--- src/msfb_pkg.sv ---
// shared constants and carrier types for the motion status flag bank
`default_nettype none
package msfb_pkg;

	// ----------------------------------------------------------------
	// register indices (byte address is four times the index)
	// ----------------------------------------------------------------
	localparam logic [7:0] IDX_EVENT    = 8'h1B;
	localparam logic [7:0] IDX_FEATURE  = 8'h1C;
	localparam logic [7:0] IDX_CORE     = 8'h1D;
	localparam logic [7:0] IDX_PACE_LO  = 8'h1E;
	localparam logic [7:0] IDX_PACE_HI  = 8'h1F;
	localparam logic [7:0] IDX_GEST_ACT = 8'h20;
	localparam logic [7:0] IDX_IRQ_STAT = 8'h30;
	localparam logic [7:0] IDX_IRQ_MASK = 8'h31;

	// ----------------------------------------------------------------
	// field layout and reset values
	// ----------------------------------------------------------------
	localparam int         POS_POR       = 0;
	localparam int         POS_ERR_LO    = 2;
	localparam int         POS_ACT_LO    = 3;
	localparam logic [7:0] RST_EVENT     = 8'h01;
	localparam logic [7:0] RST_ZERO      = 8'h00;
	localparam logic [2:0] ERR_NONE      = 3'h0;
	localparam logic [2:0] ERR_ACCEL     = 3'h1;
	localparam logic [2:0] ERR_GYRO      = 3'h2;
	localparam logic [2:0] ERR_BOTH      = 3'h3;
	localparam logic [2:0] GEST_UNKNOWN  = 3'h0;
	localparam logic [1:0] ACT_UNKNOWN   = 2'h3;
	localparam logic [1:0] HTRANS_NONSEQ = 2'h2;

	// interrupt status / mask layout
	localparam int IRQ_W        = 3;
	localparam int IRQ_FEATURE  = 0;
	localparam int IRQ_CORE     = 1;
	localparam int IRQ_RESULT   = 2;

	// core data-path events, packed as they sit in the core flag byte
	typedef struct packed {
		logic accel_ready;
		logic gyro_ready;
		logic aux_ready;
		logic [1:0] unused;
		logic error;
		logic fifo_watermark;
		logic fifo_full;
	} msfb_core_t;

	// feature engine result: gesture and activity codes
	typedef struct packed {
		logic [1:0] activity;
		logic [2:0] gesture;
	} msfb_result_t;

endpackage : msfb_pkg
`default_nettype wire

--- src/msfb_bank.sv ---
// motion status flag bank: read-only flag registers behind an AHB-Lite slave
//
// The AHB-Lite interface to the registers was chosen for this implementation.
`timescale 1ns/100ps
`default_nettype none

module msfb_bank
	import msfb_pkg::*;
#(
	parameter int ADDR_W = 32
) (
	// clock, reset, enable
	input  wire logic               clk,
	input  wire logic               rst,
	input  wire logic               ce,
	// ahb-lite slave
	input  wire logic               hsel,
	input  wire logic [ADDR_W-1:0]  haddr,
	input  wire logic [1:0]         htrans,
	input  wire logic               hwrite,
	input  wire logic [2:0]         hsize,
	input  wire logic [31:0]        hwdata,
	input  wire logic               hready,
	output logic                    hreadyout,
	output logic                    hresp,
	output logic [31:0]             hrdata,
	// feature and data-path engines
	input  wire logic               soft_reset,
	input  wire logic [6:0]         feature_evt,
	input  wire msfb_core_t         core_evt,
	input  wire logic               accel_cfg_fault,
	input  wire logic               gyro_cfg_fault,
	input  wire logic [15:0]        pace_count,
	input  wire logic               pace_valid,
	input  wire msfb_result_t       result,
	input  wire logic               result_valid,
	input  wire logic               init_done,
	// interrupt
	output logic                    irq
);

	// ----------------------------------------------------------------
	// elaboration checks
	// ----------------------------------------------------------------
	if (ADDR_W < 10) begin : g_addr_check
		$error("ADDR_W must be at least 10");
	end

	// ----------------------------------------------------------------
	// state
	// ----------------------------------------------------------------
	logic               por_flag;
	logic [2:0]         err_code;
	logic [6:0]         feature_flags;
	msfb_core_t         core_flags;
	logic [15:0]        pace;
	msfb_result_t       gest_act;
	logic [IRQ_W-1:0]   irq_stat;
	logic [IRQ_W-1:0]   irq_mask;
	logic               wr_pend;
	logic [7:0]         wr_idx;

	// ----------------------------------------------------------------
	// bus decode
	// ----------------------------------------------------------------
	logic               take;
	logic               rd_take;
	logic               wr_take;
	logic [7:0]         idx;
	logic [7:0]         core_mask;

	// only whole-word transfers are served; other sizes are answered but do nothing
	assign take      = ce & hsel & hready & (htrans == HTRANS_NONSEQ) & (hsize == 3'h2);
	assign rd_take   = take & ~hwrite;
	assign wr_take   = take & hwrite;
	assign idx       = haddr[9:2];
	assign core_mask = 8'hE7;

	// zero wait states; a low enable stretches the data phase and drops engine events
	assign hreadyout = ce;
	assign hresp     = 1'b0;

	// read value of one register, taken before any clear
	function automatic logic [7:0] read_mux(input logic [7:0] i);
		logic [7:0] v;
		v = RST_ZERO;
		case (i)
			IDX_EVENT:    v = {3'h0, err_code, 1'b0, por_flag};
			IDX_FEATURE:  v = {1'b0, feature_flags};
			IDX_CORE:     v = core_flags & core_mask;
			IDX_PACE_LO:  v = pace[7:0];
			IDX_PACE_HI:  v = pace[15:8];
			IDX_GEST_ACT: v = {3'h0, gest_act};
			IDX_IRQ_STAT: v = {5'h00, irq_stat};
			IDX_IRQ_MASK: v = {5'h00, irq_mask};
			default:      v = RST_ZERO;
		endcase
		return v;
	endfunction : read_mux

	// clear strobes fire on the edge the byte is latched onto hrdata
	logic clr_event;
	logic clr_feature;
	logic clr_core;
	logic clr_irq;

	assign clr_event   = rd_take & (idx == IDX_EVENT);
	assign clr_feature = rd_take & (idx == IDX_FEATURE);
	assign clr_core    = rd_take & (idx == IDX_CORE);
	assign clr_irq     = rd_take & (idx == IDX_IRQ_STAT);

	// ----------------------------------------------------------------
	// read data
	// ----------------------------------------------------------------
	// read data is registered in the address phase, so it stands through the data phase
	always_ff @(posedge clk) begin
		if (rst) begin
			hrdata <= 32'h0000_0000;
		end else if (rd_take) begin
			hrdata <= {24'h00_0000, read_mux(idx)};
		end
	end

	// ----------------------------------------------------------------
	// write path: only the interrupt mask accepts data
	// ----------------------------------------------------------------
	always_ff @(posedge clk) begin
		if (rst) begin
			wr_pend <= 1'b0;
			wr_idx  <= 8'h00;
		end else if (ce && hready) begin
			wr_pend <= wr_take;
			wr_idx  <= idx;
		end
	end

	// only irq_mask has a write path, so a write cannot disturb the flag registers
	always_ff @(posedge clk) begin
		if (rst) begin
			irq_mask <= '0;
		end else if (ce && wr_pend && wr_idx == IDX_IRQ_MASK) begin
			irq_mask <= hwdata[IRQ_W-1:0];
		end
	end

	// ----------------------------------------------------------------
	// system event register
	// ----------------------------------------------------------------
	// a soft reset in the clearing cycle wins over the clear
	always_ff @(posedge clk) begin
		if (rst) begin
			por_flag <= RST_EVENT[POS_POR];
		end else if (ce) begin
			if (soft_reset) begin
				por_flag <= 1'b1;
			end else if (clr_event) begin
				por_flag <= 1'b0;
			end
		end
	end

	// fault code follows the live config checks; it is persistent, so a read leaves it
	always_ff @(posedge clk) begin
		if (rst) begin
			err_code <= ERR_NONE;
		end else if (ce) begin
			case ({gyro_cfg_fault, accel_cfg_fault})
				2'b01:   err_code <= ERR_ACCEL;
				2'b10:   err_code <= ERR_GYRO;
				2'b11:   err_code <= ERR_BOTH;
				default: err_code <= ERR_NONE;
			endcase
		end
	end

	// ----------------------------------------------------------------
	// feature and core flag registers
	// ----------------------------------------------------------------
	// sticky flags; a new event in the clearing cycle survives the clear
	always_ff @(posedge clk) begin
		if (rst) begin
			feature_flags <= RST_ZERO[6:0];
		end else if (ce) begin
			feature_flags <= (clr_feature ? 7'h00 : feature_flags) | feature_evt;
		end
	end

	always_ff @(posedge clk) begin
		if (rst) begin
			core_flags <= RST_ZERO;
		end else if (ce) begin
			core_flags <= ((clr_core ? RST_ZERO : core_flags) | core_evt) & core_mask;
		end
	end

	// ----------------------------------------------------------------
	// step count and gesture/activity results
	// ----------------------------------------------------------------
	always_ff @(posedge clk) begin
		if (rst) begin
			pace <= {RST_ZERO, RST_ZERO};
		end else if (ce && pace_valid) begin
			pace <= pace_count;
		end
	end

	// init forces the unknown activity; a result in the same cycle is newer and wins
	always_ff @(posedge clk) begin
		if (rst) begin
			gest_act <= RST_ZERO[4:0];
		end else if (ce) begin
			if (result_valid) begin
				gest_act <= result;
			end else if (init_done) begin
				gest_act <= {ACT_UNKNOWN, GEST_UNKNOWN};
			end
		end
	end

	// ----------------------------------------------------------------
	// interrupt status, mask and output
	// ----------------------------------------------------------------
	logic [IRQ_W-1:0] irq_set;

	assign irq_set[IRQ_FEATURE] = |feature_evt;
	assign irq_set[IRQ_CORE]    = |(core_evt & core_mask);
	assign irq_set[IRQ_RESULT]  = result_valid;

	always_ff @(posedge clk) begin
		if (rst) begin
			irq_stat <= '0;
		end else if (ce) begin
			irq_stat <= (clr_irq ? '0 : irq_stat) | irq_set;
		end
	end

	// level output, so an unmasked flag left pending keeps the line up
	assign irq = |(irq_stat & irq_mask);
endmodule : msfb_bank

`default_nettype wire

--- config.mk ---
export PLATFORM = sky130hd
export DESIGN_NAME = msfb_bank
export DESIGN_NICKNAME = d
export VERILOG_FILES = /design/src/msfb_pkg.sv /design/src/msfb_bank.sv
export SDC_FILE = /design/constraint.sdc
export NUM_CORES = 1
export LEC_CHECK = 0
export BUFFER_PORTS_ARGS = -buffer_cell sky130_fd_sc_hd__buf_2
export CAP_MARGIN = 5
export CORE_MARGIN = 2
export CORE_UTILIZATION = 45
export CTS_CLUSTER_DIAMETER = 30
export DETAILED_ROUTE_END_ITERATION = 8
export PLACE_DENSITY = 0.79
export SLEW_MARGIN = 20
export SYNTH_ARGS = -nofsm -noshare
export SYNTH_HDL_FRONTEND = slang
export SYNTH_SLANG_ARGS = --single-unit
--- constraint.sdc ---
create_clock -name clk -period 2.26 [get_ports clk]
set_input_delay 0.226 -clock clk [delete_from_list [all_inputs] [get_ports clk]]
set_output_delay 0.226 -clock clk [all_outputs]
set_load 0.02 [all_outputs]
-- Word-level counts from Yosys, hierarchy flattened
Index checks and enable logic that the tools add are counted.
- logic and storage cells: 66
- register bits: 61
- output and inout bits: 35
- bits of input ports: 117
- equality and inequality tests: 14
- mux-type cells: 9
- reduce and logical (&&, ||, !) cells: 11
- bitwise gates (word level): 15
- operator list (kind ; count):
    8-bit case mux with 8 select lines ; 1
    8-bit by 5-bit equality test with 1-bit output, second input constant ; 5
    8-bit by 6-bit equality test with 1-bit output, second input constant ; 4
    1-bit AND ; 10
    5-bit 2-to-1 mux ; 2
    8-bit 2-to-1 mux ; 1
    8-bit OR ; 1
    7-bit 2-to-1 mux ; 1
    7-bit OR ; 1
    7-bit OR reduction ; 1
    2-bit equality test, second input constant ; 3
    2-bit case mux with 3 select lines ; 1
    6-bit OR reduction ; 1
    1-bit logical AND ; 4
    2-bit AND reduction ; 2
    2-bit nonzero test ; 2
    3-bit AND ; 1
    3-bit by 2-bit equality test with 1-bit output, second input constant ; 1
    3-bit 2-to-1 mux ; 1
    3-bit OR ; 1
    3-bit OR reduction ; 1
    2-bit by 1-bit equality test with 1-bit output, second input constant ; 1
    1-bit 2-to-1 mux ; 2
    1-bit inverter ; 1

-- Longest topological paths before layout
- depth after elaboration: 8
- gate-level depth with buffers: 7

-- Worst setup path after synthesis
No wires, ideal clock.
- kind: input to register
- from: in hsize[0]
- to: reg core_flags[0] (netlist name)
- path slack: 0.432 ns
- stages on the path: 6
- setup time: 0.128 ns
- arrival time: 1.700 ns
- data required time: 2.132 ns
- cell sequence: nand4bb_1 > or4_1 > or4b_1 > buf_4 > a22oi_2 > nor2_1
- longest elaborated chain between the ends: 6
- ends and longest elaborated chain (item ; line ; source):
    start: declaration ; msfb_bank.sv:21 ; input wire logic [2:0] hsize,
    3-bit by 2-bit equality test with 1-bit output ; msfb_bank.sv:73 ; assign take = ce & hsel & hready & (htrans == HTRANS_NONSEQ) & (hsize == 3'h2);
    1-bit AND ; msfb_bank.sv:73 ;
    1-bit AND ; msfb_bank.sv:74 ; assign rd_take = take & ~hwrite;
    1-bit AND ; msfb_bank.sv:109 ; assign clr_core = rd_take & (idx == IDX_CORE);
    8-bit 2-to-1 mux ; msfb_bank.sv:192 ; core_flags <= ((clr_core ? RST_ZERO : core_flags) | core_evt) & core_mask;
    8-bit OR ; msfb_bank.sv:192 ;
    end signal: assignment ; msfb_bank.sv:192 ;
    end: declaration ; msfb_bank.sv:55 ; msfb_core_t core_flags;
Every way passes these cells.
A chain may end at the register's enable or synchronous reset.

-- Worst setup path in the final report
- from: in hsize[0]
- to: reg core_flags[1] (netlist name)
The elaborated chain is that of the path after synthesis.

==> run_results.csv <==
group,metric,value,unit
run_status,status,"finished clean",
worst_setup_path,slowest_delay,670,ps
timing,setup_ws,440,ps
cts,clk_latency,330,ps
worst_setup_path,cp-end-kind,"flip-flop",
synthesis,synth_edf_count,0,
detailed_routing,drc,0,
synthesis,synthCells,342,
grt,use_met1,0.236,
floorplanning,die-area,6980,um^2
power_and_ir_drop,pwr-share-comb,0.116,
worst_setup_path,path_class,"input port to flip-flop",
cts,cts.sinks,60,
synthesis,async_reset_ff_frac,0,
power_and_ir_drop,p_int,0.00181,W
detailed_routing,drtIter0Drc,131,
worst_setup_path,cp-start-kind,"input port",
grt,grt_pass1_vias,2428,
synthesis,yosys-top-cells-area,"dfxtp_1 42%, nand2_1 8.0%, buf_4 7.1%, a21oi_1 5.6%, nor2_1 4.7%",
timing,relSlewSlack,0.464,
floorplanning,io_pins,152,
detailed_routing,via_count,2534,
power_and_ir_drop,switching_share,0.239,
synthesis,synth_top_area_frac,0.422,
timing,fin_skew,7.97,ps
worst_setup_path,crit_family,"simple AND/OR/NAND/NOR gates",
grt,grt_antenna_before_repair,0,
cts,htree_levels,3,
power_and_ir_drop,power_switching,0.000568,W
cells_and_area,antenna_cells,0,
floorplanning,num_rows,28,
timing,hold_viol_final,0,
timing,rsz0062_at_grt,"false",
place,place_ws,110,ps
power_and_ir_drop,pwr_density_cell,709,nW/um^2
floorplanning,die_y,83.6,um
timing,min_period,1820,ps
grt,grt_max_degree,43,
detailed_routing,first_pass_iters,4,
timing,fmax,550,MHz
place,gp_congestion,0.828,
synthesis,netlist.top_cell.by_area,"dfxtp_1",
cts,path_clk_slew,60,ps
cells_and_area,area_growth,17.7,%
synthesis,synth_most_common_cell,"nand2_1",
cts,ctsHoldBuffers,0,
cts,clockBufferDepth,2,
worst_setup_path,crit_path_top_delay_cell,"or4b_1",
floorplanning,die_x,83.6,um
synthesis,yosysUniqueCellTypes,44,
timing,post-route-period-util,0.805,
synthesis,synth_area_per_cell,8.33,um^2
detailed_routing,via_per_inst,5.24,
place,dp_hpwl,4.93,mm
job,cap_violations,0,
grt,grt_overflow,0,
cts,cts_setup_buffers,0,
synthesis,synth-seq-cells,60,
synthesis,synthFlopType,"dfxtp_1",
cells_and_area,final_core_util,0.557,
synthesis,synth_area,2850,um^2
grt,grt_use_met3,0.0752,
detailed_routing,post_drt_wl_per_cell,13.7,um
worst_setup_path,crit_path_max_fanout,6,
power_and_ir_drop,ir_drop,0.000438,V
timing,hold_ws,127,ps
detailed_routing,ant_nets,0,
cts,cts_root_buf,"clkbuf_8",
synthesis,netlist_top_cells_count,"61 x nand2_1, 60 x dfxtp_1, 36 x nor2_1, 32 x a21oi_1, 27 x buf_4",
power_and_ir_drop,clockPowerShare,0.408,
power_and_ir_drop,p_leak,1.38,nW
cells_and_area,nets,522,
detailed_routing,wl,6.62,mm
timing,final.setup.tns,0,ps
grt,grt_most_used_layer,"met2",
cells_and_area,drive_gt1_frac,0.252,
synthesis,yosys_warnings,0,
cts,tritoncts,"done",
grt,grt_pass1_wl,11.2,mm
grt,track_usage,0.198,
worst_setup_path,cp.required,2470,ps
cts,numCtsBuffers,9,
grt,grt_util_met2,0.329,
cts,cts.repair.resized,0,
place,port_buffers,71,
cells_and_area,final_area,3350,um^2
worst_setup_path,crit_arrival,2030,ps
power_and_ir_drop,seqPwrFrac,0.476,
worst_hold_path,hold_class,"input port to flip-flop",
place,placed_area,3150,um^2
worst_setup_path,cp_cell_sequence,"buf_2 > nand4bb_1 > or4_1 > or4b_1 > a22oi_2 > nor2_1",
timing,tightest_slew,797,ps
timing,final-setup-viol-count,0,
floorplanning,start_util,0.473,
floorplanning,core-area,6030,um^2
timing,drv_slew,0,
synthesis,synth_seq_area_share,0.422,
worst_setup_path,path_buf_inv,1,
[metal layers]
layer / vias up / wire (um)
li1: 1273 / -
met1: 1156 / 2820
met2: 99 / 3240
met3: 6 / 493
met4: 0 / 70
met5: - / 0
[cell usage in the layout, fill, tap and decap left out, types with 8 or more instances in the layout]
cell and instances:
nor2_1 36, dfxtp_1 60, a21oi_1 32, mux2i_1 9, a22oi_1 11, clkbuf_8 12
conb_1 25, buf_4 8, nand2_1 61, buf_2 71
[worst reg2reg max path, delay by kind of cell (launching register included)]
kind	cells	cell delay, ps
flops	1	310
simple gates	3	650
mux	1	190
buf+inv	1	190
[power groups by stage]
stage               sequential [W]  combinational, W  clock [W]
floorplan                  0.00115          0.000218          0
global placement           0.00115          0.000268          0
detailed placement         0.00115          0.000275          0
CTS                        0.00113          0.000276   0.000999
global route               0.00114          0.000305    0.00105
finish                     0.00113          0.000276   0.000971
[flip-flops by register name, indices dropped and copies added (netlist names)]
signal,flops
core_flags,6
err_code,2
feature_flags,7
gest_act,5
hrdata,8
irq_mask,3
irq_stat,3
pace,16
por_flag,1
wr_idx,8
wr_pend,1
[area by class of cell]
type,instances,area (um^2)
fill,562,2670
multi-input combinational,253,1430
sequential,60,1200
timing repair buffer,79,415
clock buffer,14,173
tap,75,93.8
clock inverter,1,30.0
inverter,2,7.51
[cells by family (layout without fill, tap and decap cells)]
family          Yosys count  in the layout  share of synthesized area
simple gates            136            136                      0.223
compound gates           78             78                      0.184
flops                    60             60                      0.422
buf+inv                  53             96                      0.107
mux                      14             14                     0.0632
other cells               1             25                    0.00132
[worst paths after layout]
check,start,endpoint,slack [ps],depth (start not counted)
min,hwdata[2],irq_mask[2],130,3
max,hsize[0],core_flags[1],440,6
max reg2reg,wr_idx[1],irq_mask[0],790,5
min reg2reg,pace[10],pace[10],450,2
[stage by stage]
stage                     power, W  std cells
after global routing       0.00250        484
after CTS                  0.00241        484
after detailed placement   0.00143        469
final                      0.00238        484
after global placement     0.00142        469
after floorplan            0.00136        366
Power figures use the tool's default switching activity.
